File: src/rtl/rbfc_pkg.sv
// Package of constants and types for the reserved-bit and feature check unit.
package rbfc_pkg;

    // ****************************************************************
    // Widths and generations
    // ****************************************************************
    localparam int unsigned DATA_W    = 32;
    localparam int unsigned GEN_W     = 2;
    localparam int unsigned OPC_W     = 8;
    localparam int unsigned FEAT_W    = 16;

    // Generation codes; the fourth control register exists from GEN_CRF.
    localparam logic [1:0] GEN_OLD    = 2'h0;
    localparam logic [1:0] GEN_CRF    = 2'h1;
    localparam logic [1:0] GEN_MSRCHK = 2'h2;

    // ****************************************************************
    // Reset values and masks
    // ****************************************************************
    localparam logic [31:0] CRF_RESET       = 32'h0000_0000;
    localparam logic [31:0] CRF_DEF_MASK    = 32'h0000_07FF;
    localparam logic [31:0] MSR_RESET       = 32'h0000_0000;
    localparam logic [31:0] MSR_DEF_MASK    = 32'h0000_FFFF;
    localparam logic [31:0] FLAGS_DEF_MASK  = 32'h0020_0FD5;
    localparam logic [15:0] FEATURES_RESET  = 16'h00F1;

    // ****************************************************************
    // Operations presented by the decoder
    // ****************************************************************
    typedef enum logic [2:0] {
        RBFC_OP_NONE   = 3'h0,
        RBFC_OP_CRF_RD = 3'h1,
        RBFC_OP_CRF_WR = 3'h2,
        RBFC_OP_MSR_WR = 3'h3,
        RBFC_OP_FLAG   = 3'h4,
        RBFC_OP_INSN   = 3'h5,
        RBFC_OP_IDENT  = 3'h6
    } rbfc_op_t;

    // Verdict states, Gray coded along the usual path.
    typedef enum logic [1:0] {
        RBFC_ST_IDLE  = 2'h0,
        RBFC_ST_OK    = 2'h1,
        RBFC_ST_FAULT = 2'h3
    } rbfc_st_t;

endpackage

File: src/rtl/rbfc_chk_if.sv
// Interface carrying a write request into the reserved-bit comparator.
`timescale 1ns/1ps
`default_nettype none
interface rbfc_chk_if;
    logic [31:0] old_val;   // Present register contents.
    logic [31:0] new_val;   // Value software wants to write.
    logic [31:0] def_mask;  // Ones mark defined bits.
    logic        enable;    // Check is active.
    logic        bad;       // A reserved bit would change.
    modport src (output old_val, new_val, def_mask, enable, input bad);
    modport chk (input old_val, new_val, def_mask, enable, output bad);
endinterface
`default_nettype wire

File: src/rtl/rbfc_resv_cmp.sv
// Comparator that flags a change of any reserved bit.
`timescale 1ns/1ps
`default_nettype none
module rbfc_resv_cmp (
    rbfc_chk_if.chk c       // Request and verdict.
);
    // A reserved bit differs from its present value while enabled.
    wire logic [31:0] diff;
    assign diff  = (c.old_val ^ c.new_val) & ~c.def_mask;
    assign c.bad = c.enable & (|diff);
endmodule
`default_nettype wire

File: src/rtl/rbfc_top.sv
// Reserved-bit and feature-presence check unit of a processor core.
// How it works
// - No fourth control register: any access raises invalid opcode.
// - Changing its reserved bits by a write raises general protection.
// - Older generations never check model-specific register reserved bits.
// - Testing a flag reserved on this implementation raises an exception.
// - Unsupported instruction raises invalid opcode.
// - Identify instruction returns the implemented feature mask directly.
`timescale 1ns/1ps
`default_nettype none
module rbfc_top
    import rbfc_pkg::*;
#(
    parameter logic [1:0]  GENERATION = GEN_CRF,        // Core generation.
    parameter logic [15:0] FEATURES   = FEATURES_RESET, // Implemented set.
    parameter logic [31:0] CRF_MASK   = CRF_DEF_MASK,   // Defined bits.
    parameter logic [31:0] MSR_MASK   = MSR_DEF_MASK,   // Defined bits.
    parameter logic [31:0] FLAG_MASK  = FLAGS_DEF_MASK  // Defined flags.
) (
    input  wire logic        i_clk,       // Core clock, 200 MHz.
    input  wire logic        i_rst_b,     // Asynchronous reset, active low.
    input  wire logic        i_valid,     // Operation presented this cycle.
    input  wire rbfc_op_t    i_op,        // Operation kind.
    input  wire logic [31:0] i_wdata,     // Write value or flag select mask.
    input  wire logic [3:0]  i_feat_sel,  // Feature needed by an instruction.
    output logic             o_done,      // Verdict pulse.
    output logic             o_ud_fault,  // Invalid opcode fault pulse.
    output logic             o_gp_fault,  // General protection fault pulse.
    output logic [31:0]      o_rdata,     // Read or identify result.
    output logic [31:0]      o_control_reg_four, // Fourth control register.
    output logic [31:0]      o_msr        // Model-specific register.
);

    // ****************************************************************
    // Decode
    // ****************************************************************
    wire logic has_crf;
    wire logic msr_chk_on;
    wire logic is_crf;
    wire logic crf_wr;
    wire logic msr_wr;
    wire logic ud_crf;
    wire logic ud_insn;
    wire logic flag_bad;
    wire logic gp_crf;
    wire logic gp_msr;
    wire logic any_ud;
    wire logic any_gp;
    wire logic [31:0] next_rdata;

    rbfc_chk_if crf_if ();
    rbfc_chk_if msr_if ();

    logic [31:0] control_reg_four;
    logic [31:0] msr;
    rbfc_st_t    state;

    assign has_crf    = (GENERATION != GEN_OLD);
    assign msr_chk_on = (GENERATION == GEN_MSRCHK);
    assign is_crf     = i_valid &
                        ((i_op == RBFC_OP_CRF_RD) | (i_op == RBFC_OP_CRF_WR));
    assign crf_wr     = i_valid & (i_op == RBFC_OP_CRF_WR);
    assign msr_wr     = i_valid & (i_op == RBFC_OP_MSR_WR);
    assign ud_crf     = is_crf & ~has_crf;
    assign ud_insn    = i_valid & (i_op == RBFC_OP_INSN) &
                        ~FEATURES[i_feat_sel];
    assign flag_bad   = i_valid & (i_op == RBFC_OP_FLAG) &
                        (|(i_wdata & ~FLAG_MASK));
    assign any_ud     = ud_crf | ud_insn;
    assign any_gp     = gp_crf | gp_msr | flag_bad;

    // Comparator inputs; the model-specific check runs on later generations.
    assign crf_if.old_val  = control_reg_four;
    assign crf_if.new_val  = i_wdata;
    assign crf_if.def_mask = CRF_MASK;
    assign crf_if.enable   = crf_wr & has_crf;
    assign gp_crf          = crf_if.bad;
    assign msr_if.old_val  = msr;
    assign msr_if.new_val  = i_wdata;
    assign msr_if.def_mask = MSR_MASK;
    assign msr_if.enable   = msr_wr & msr_chk_on;
    assign gp_msr          = msr_if.bad;

    rbfc_resv_cmp u_cmp_crf (.c(crf_if));
    rbfc_resv_cmp u_cmp_msr (.c(msr_if));

    // Read data: identify returns features, a control read its contents.
    assign next_rdata =
        (i_valid & (i_op == RBFC_OP_IDENT)) ? {16'h0000, FEATURES} :
        (is_crf & has_crf & (i_op == RBFC_OP_CRF_RD)) ? control_reg_four :
        32'h0000_0000;

    // ****************************************************************
    // Registers
    // ****************************************************************

    // Control registers update only on a write that does not fault.
    always_ff @(posedge i_clk or negedge i_rst_b) begin
        if (!i_rst_b) begin
            control_reg_four <= CRF_RESET;
            msr <= MSR_RESET;
        end else begin
            if (crf_wr & has_crf & ~gp_crf) begin
                control_reg_four <= i_wdata;
            end
            if (msr_wr & ~gp_msr) begin
                msr <= i_wdata;
            end
        end
    end

    // Verdict state and registered outputs.
    always_ff @(posedge i_clk or negedge i_rst_b) begin
        if (!i_rst_b) begin
            state      <= RBFC_ST_IDLE;
            o_done     <= 1'b0;
            o_ud_fault <= 1'b0;
            o_gp_fault <= 1'b0;
            o_rdata    <= 32'h0000_0000;
        end else begin
            o_done     <= i_valid;
            o_ud_fault <= any_ud;
            o_gp_fault <= any_gp & ~any_ud;
            o_rdata    <= next_rdata;
            case (state)
                RBFC_ST_IDLE, RBFC_ST_OK, RBFC_ST_FAULT: begin
                    if (!i_valid) begin
                        state <= RBFC_ST_IDLE;
                    end else if (any_ud | any_gp) begin
                        state <= RBFC_ST_FAULT;
                    end else begin
                        state <= RBFC_ST_OK;
                    end
                end
                default: begin
                    state <= RBFC_ST_IDLE;
                end
            endcase
        end
    end

    // Outputs show the registers directly.
    assign o_control_reg_four = control_reg_four;
    assign o_msr              = msr;

    // ****************************************************************
    // Assertions
    // ****************************************************************
    // A missing control register faults and stays untouched.
    a_ud_old_crf: assert property (
        @(posedge i_clk) disable iff (!i_rst_b)
        is_crf && !has_crf |=> o_ud_fault && $stable(control_reg_four))
        else $error("Old generation control access did not fault.");

    // A changed reserved control bit faults.
    a_gp_resv_change: assert property (
        @(posedge i_clk) disable iff (!i_rst_b)
        crf_wr && has_crf &&
        |((control_reg_four ^ i_wdata) & ~CRF_MASK) |=> o_gp_fault)
        else $error("Reserved control bit change did not fault.");

    // Older generations store model-specific writes unchecked.
    a_msr_unchecked: assert property (
        @(posedge i_clk) disable iff (!i_rst_b)
        msr_wr && !msr_chk_on |=> !o_gp_fault && o_msr == $past(i_wdata))
        else $error("Model-specific write checked on old generation.");

    // Later generations refuse a reserved model-specific change.
    a_msr_checked: assert property (
        @(posedge i_clk) disable iff (!i_rst_b)
        msr_wr && msr_chk_on && |((msr ^ i_wdata) & ~MSR_MASK) |=>
        o_gp_fault && $stable(o_msr))
        else $error("Reserved model-specific change did not fault.");

    // A reserved flag test faults unless invalid opcode wins.
    a_flag_resv: assert property (
        @(posedge i_clk) disable iff (!i_rst_b)
        flag_bad && !any_ud |=> o_gp_fault)
        else $error("Reserved flag test did not fault.");

    // Instructions fault exactly when their feature is absent.
    a_ud_insn: assert property (
        @(posedge i_clk) disable iff (!i_rst_b)
        i_valid && i_op == RBFC_OP_INSN |=>
        o_ud_fault == !FEATURES[$past(i_feat_sel)])
        else $error("Unsupported instruction verdict wrong.");

    // Identify returns the implemented feature set with a verdict.
    a_ident_data: assert property (
        @(posedge i_clk) disable iff (!i_rst_b)
        i_valid && i_op == RBFC_OP_IDENT |=>
        o_rdata == {16'h0000, FEATURES} && o_done)
        else $error("Identify returned wrong features.");

    // A faulting control write leaves the register as it was.
    a_fault_keeps: assert property (
        @(posedge i_clk) disable iff (!i_rst_b)
        gp_crf |=> o_control_reg_four == $past(o_control_reg_four))
        else $error("Faulting control write changed the register.");

    // A clean control write is taken whole and does not fault.
    a_good_write: assert property (
        @(posedge i_clk) disable iff (!i_rst_b)
        crf_wr && has_crf && !gp_crf |=>
        o_control_reg_four == $past(i_wdata) && !o_gp_fault)
        else $error("Clean control write not taken.");

    // The verdict state agrees with the fault pulses.
    a_state_verdict: assert property (
        @(posedge i_clk) disable iff (!i_rst_b)
        (state == RBFC_ST_FAULT) == (o_ud_fault || o_gp_fault))
        else $error("Verdict state disagrees with fault pulses.");

    // Invalid opcode takes precedence, so the two faults never coincide.
    a_one_fault: assert property (
        @(posedge i_clk) disable iff (!i_rst_b)
        !(o_ud_fault && o_gp_fault))
        else $error("Both fault pulses raised together.");

    // Main scenarios.
    c_gp_seen: cover property (@(posedge i_clk) o_gp_fault);
    c_ud_seen: cover property (@(posedge i_clk) o_ud_fault);
    c_good_crf: cover property (@(posedge i_clk)
        crf_wr && has_crf && !gp_crf ##1 o_done);
    c_msr_gp: cover property (@(posedge i_clk)
        msr_wr && msr_chk_on ##1 o_gp_fault);

endmodule
`default_nettype wire

File: config.mk
export PLATFORM = sky130hd
export DESIGN_NAME = rbfc_top
export DESIGN_NICKNAME = d
export VERILOG_FILES = /design/src/rtl/rbfc_pkg.sv /design/src/rtl/rbfc_chk_if.sv /design/src/rtl/rbfc_resv_cmp.sv /design/src/rtl/rbfc_top.sv
export SDC_FILE = /design/constraint.sdc
export NUM_CORES = 1
export LEC_CHECK = 0
export ABC_AREA = 1
export ABC_CLOCK_PERIOD_IN_PS = 1500
export BUFFER_PORTS_ARGS = -buffer_cell sky130_fd_sc_hd__buf_2
export CAP_MARGIN = 20
export CORE_MARGIN = 1
export CORE_UTILIZATION = 49
export CTS_BUF_LIST = sky130_fd_sc_hd__clkbuf_16
export CTS_CLUSTER_SIZE = 28
export DETAILED_ROUTE_END_ITERATION = 8
export PLACE_DENSITY = 0.79
export SYNTH_ARGS = -nofsm -noshare
export SYNTH_HDL_FRONTEND = slang
export SYNTH_SLANG_ARGS = --single-unit
export TNS_END_PERCENT = 30
File: constraint.sdc
create_clock -name i_clk -period 1.5 [get_ports i_clk]
set_clock_uncertainty 0.05 [all_clocks]
set_input_delay 0.225 -clock i_clk [delete_from_list [all_inputs] [get_ports i_clk]]
set_output_delay 0.225 -clock i_clk [all_outputs]
set_load 0.02 [all_outputs]
# Word level (Yosys, flattened, before mapping)
# Memories as Yosys holds them, arrays and structs flattened.
# Index checks and enable logic that the tools add are counted.
[totals]
latchBits = 0
output_inout_bits = 99
ff_bits = 99
mem_bits_rw = 0
romBits = 16
memories = 1
[mem_list]
columns = ["memory", "depth", "width", "rd", "rd_clocked_by_memory_dff", "write_ports", "line_no", "source"]
rows = [
  ["(no name shown)", 16, 1, 1, 0, 0, "rbfc_top.sv:66", "~FEATURES[i_feat_sel];"],
]
[op_classes]
shift = 0
n_div = 0
bitwise = 18
eq_ne = 6
add_sub_neg = 0
order_cmp = 1
mux = 3
n_reduce_logical = 2
mul = 0
[op_table]
columns = ["operator", "count"]
rows = [
  ["two-way mux 32 bit", 2],
  ["bitwise XOR 32 bit", 1],
  ["OR reduction 22 bit", 1],
  ["OR reduction 21 bit", 1],
  ["bitwise AND 1 bit", 12],
  ["== test 3 bit, second input constant", 3],
  ["== test 3 x 2 -> 1 bit, second input constant", 2],
  ["< comparator 4 x 5 -> 1 bit, second input constant", 1],
  ["== test 3 x 1 -> 1 bit, second input constant", 1],
  ["inverter 1 bit", 3],
  ["OR 1 bit", 2],
  ["two-way mux 1 bit", 1],
]

# Longest topological paths before layout
[logic_depth]
word_depth = 6
depth_mapped = 11
ltp_nobuf = 11

# By module
# From an unflattened synthesis, not the netlist that was laid out.
[unflattened]
hier_cells = 717
hier_area_um2 = 5116.2
[by_module_without_submodules]
columns = ["module", "area_per_inst_um2", "n_inst", "cells_per_inst", "seq_area_each_um2"]
rows = [
  ["rbfc_top", 3664.8, 1, 381, 2477.4],
  ["rbfc_resv_cmp", 725.7, 2, 168, 0.0],
]

# Worst setup path after synthesis
# OpenSTA, ideal clock, no wires.
[synth_path]
kind = "register to register"
startpoint = "reg control_reg_four[25] (netlist: o_control_reg_four[25])"
endpoint = "reg control_reg_four[4] (netlist: o_control_reg_four[4])"
slack_ns = 0.042
stages_incl_launch_ff = 11
arrival_ns = 1.291
synth_period_minus_slack_ns = 1.458
t_required_ns = 1.333
setup_ns = 0.117
cell_sequence = "dfrtp_1 -> inv_1 -> nand2_1 -> nand2_1 -> nor2_1 -> nand2_1 -> nor2_2 -> nand4_2 -> buf_6 -> nand2_1 -> nand2_1"
[synth_via]
elab_chain_len = 5
[synth_lines]
columns = ["element", "line_no", "source"]
rows = [
  ["start: declaration", "rbfc_top.sv:54", "logic [31:0] control_reg_four;"],
  ["start signal: assignment", "rbfc_top.sv:104", "control_reg_four <= i_wdata;"],
  ["bitwise XOR 32 bit", "rbfc_resv_cmp.sv:9", "assign diff = (c.old_val ^ c.new_val) & ~c.def_mask;"],
  ["OR reduction 21 bit", "rbfc_resv_cmp.sv:10", "assign c.bad = c.enable & (|diff);"],
  ["bitwise AND 1 bit", "rbfc_resv_cmp.sv:10", ""],
  ["inverter 1 bit", "rbfc_top.sv:103", "if (crf_wr & has_crf & ~gp_crf) begin"],
  ["bitwise AND 1 bit", "rbfc_top.sv:103", ""],
]
# Every way passes these cells.
# A chain may end at the register's enable or synchronous reset.

# Worst setup path in the final report
[layout_path]
startpoint = "reg control_reg_four[12] (netlist: o_control_reg_four[12])"
endpoint = "reg control_reg_four[2] (netlist: o_control_reg_four[2])"
# The elaborated chain is that of the path after synthesis.

==> flow_summary.yaml <==
clock_network:
  cts_buffers: 9
  numClockSinks: 99
  cts.reportedPaths.clkPinSlew_ns: 0.07
  clockBufferDepth: 2
  clock_latency_ns: 0.34
  clockRootBuffer: "clkbuf_16"
  h-tree-depth: 3
  cts_tree: "done"
finish:
  final_cell_area_um2: 5180
  fin_cells: 656
  nets: 591
  fill_cells: 613
  utilization_pct: 66.7
  drive_gt1_share_pct: 37.9
  antennaDiodeCount: 0
  final_common_cell: "buf_2"
  areaGrowthSynthToFinish_pct: 30.9
  final_cell_mix: "buf_2, nand2_1, dfrtp_1"
logic_synthesis:
  yosysWarningCount: 0
  synth_cell_types: 25
  syn-mean-instance-area_um2: 9.63
  synth.cell_area_um2: 3960
  ys_ff_latch: 99
  synthTopCellsByArea: "dfrtp_1, nand2_1, inv_1"
  seq_area_frac_synth_pct: 62.6
  yosys.area.top_type: "dfrtp_1"
  syn_inst: 411
  synth_top_area_share_pct: 62.6
  syn_nets: 453
timing:
  maxSlewViolCount: 0
  worst_slack_ns: -0.0487
  slew_headroom_pct: 69.5
  hold_violations: 0
  setup_viol: 9
  hold_slack_ns: 0.0925
  timing.final.crit_share_pct: 103
  fin_crit_ns: 1.55
  fmax_ghz: 0.646
  worst_pin_slew_ns: 0.458
  fin_tns_setup_ns: -0.287
  rsz0062_at_grt: "true"
power_and_ir_drop:
  power_leakage_nw: 2.98
  irDropWorstVdd_v: 0.000798
  power.total_mw: 6.02
  power.density_nw_per_um2: 1160
route:
  wire_per_inst_um: 14.5
  wl_mm: 9.49
  via_per_inst: 4.83
  drc: 0
  via_count: 3168
  drt_iter0_drc: 110
  ant_nets: 0
  first_pass_iters: 5
placed_design:
  dp_hpwl_mm: 6.79
  dpl-instance-area_um2: 4760
  portBuffers: 140
  dp.cells: 632
  dp_slack_ns: -0.0836
  place_congestion: 0.834
worst_hold_path:
  hold_path.class: "in2reg"
setup_path:
  cp_slowest_cell: "dfrtp_1"
  critical_path_class: "reg2reg"
  crit_path_max_incr_delay_ns: 0.40
  crit_arrival_ns: 1.78
  end_kind: "flop"
  cp-start-kind: "flop"
  worstPathMaxFanout: 6
  crit_path_cell_trace: "xor2_1, nor2_1, nand2_1, nor2_4, buf_2, nand4_1, nand2_1"
  cpMostUsedCell: "nand2_1"
  required_ns: 1.73
grt:
  grt_usage_pct: 23.0
  grt_pass1_vias: 3090
  antenna_found_initial: 0
  gr-total-overflow: 0
  grt_pass1_wl_mm: 14.9
  grt_max_degree: 34
die:
  die_w_um: 91.9
  dieArea_um2: 8440
  row_count: 32
  die_h_um: 91.9
  start_util_pct: 51.0
  io_pins: 141
  core_area_um2: 7770
outcome:
  status: "finished with violations"
  violations: "setup timing"
flow_run:
  maxCapViolations: 0
==> worst max-delay path, delay by kind of cell (launching register included) <==
family,cells,cell delay (ns)
xor gates and xnor gates,1,0.16
and+or+nand+nor,5,0.67
buffers and inverters,1,0.22
DFF,1,0.40
==> flip-flops by register name (all words and copies together), names as in the netlist <==
register	cells
o_ud_fault	1
o_msr	32
o_control_reg_four	32
o_done	1
o_rdata	32
o_gp_fault	1
==> layer usage <==
| layer | routed length (µm) | up-vias | GRT usage [%] | part of all wire, % |
|---|---|---|---|---|
| li1 | - | 1534 | - | - |
| met1 | 3920 | 1506 | 29.0 | 41 |
| met2 | 4860 | 115 | 39.4 | 51 |
| met3 | 550 | 13 | 3.81 | 5.8 |
| met4 | 165 | 0 | 9.51 | 1.7 |
| met5 | 0 | - | 0 | 0 |
==> power by group <==
| group | leakage, nW | switching, mW | internal (mW) |
|---|---|---|---|
| combinational | 1.52 | 0.557 | 0.351 |
| sequential | 1.33 | 0.0969 | 2.85 |
| clock | 0.134 | 1.02 | 1.15 |
| total | 2.98 | 1.67 | 4.35 |
==> path summary, 6_finish.rpt <==
check                                                   start                                  to  slack (ns)  cells past startpoint
max                        o_control_reg_four[12]$_DFFE_PN0P_   o_control_reg_four[2]$_DFFE_PN0P_       -0.05                      7
min                                                i_wdata[2]                o_msr[2]$_DFFE_PN0P_        0.09                      2
max reg2reg                o_control_reg_four[12]$_DFFE_PN0P_   o_control_reg_four[2]$_DFFE_PN0P_       -0.05                      7
min reg2reg                o_control_reg_four[27]$_DFFE_PN0P_  o_control_reg_four[27]$_DFFE_PN0P_        0.37                      0
max in group asynchronous                             i_rst_b                o_rdata[5]$_DFF_PN0_        0.53                      3
min in group asynchronous                             i_rst_b  o_control_reg_four[21]$_DFFE_PN0P_        0.33                      2
==> Yosys cell counts <==
library cell and instances:
and3_4 1, buf_2 3, buf_4 2, buf_6 2, clkbuf_1 25, dfrtp_1 99, inv_1 51, inv_2 3
mux2_2 2, mux2_4 10, nand2_1 110, nand2_2 1, nand3_1 7, nand3_4 1, nand4_1 16, nand4_2 1
nor2_1 43, nor2_2 3, nor2_4 1, nor3_1 2, nor4_1 3, o21ai_0 4, o21ai_1 16, xnor2_1 1
xor2_1 4
==> final cells by class <==
class,count,area (µm²),share of cell area (%)
Sequential cell,99,2480,47.8
Multi-Input combinational cell,227,1200,23.3
Timing Repair Buffer,158,886,17.1
Clock buffer,9,225,4.35
Inverter,54,203,3.91
Tap cell,102,128,2.46
Clock inverter,7,57.6,1.11
==> cell families (layout without fill, tap and decap cells) <==
logic type | Yosys count | count (layout) | share of synthesized area (%)
DFF | 99 | 99 | 62.6
xor gates and xnor gates | 5 | 5 | 1.11
and+or+nand+nor | 189 | 190 | 20.6
AOI/OAI and AO/OA | 20 | 20 | 2.53
muxes | 12 | 12 | 4.36
buffers and inverters | 86 | 228 | 8.82
==> timing repair <==
item                                    4_1_cts  5_1_grt
pin swaps                                     0       11
gates resized for setup                       4       17
buffers inserted                              0        4
endpoints found under the hold margin        30        0
endpoints found under the setup margin       11       12
gates cloned                                  0        2
hold buffers                                  2        0
Note: power is estimated with default switching activity, not from simulation.
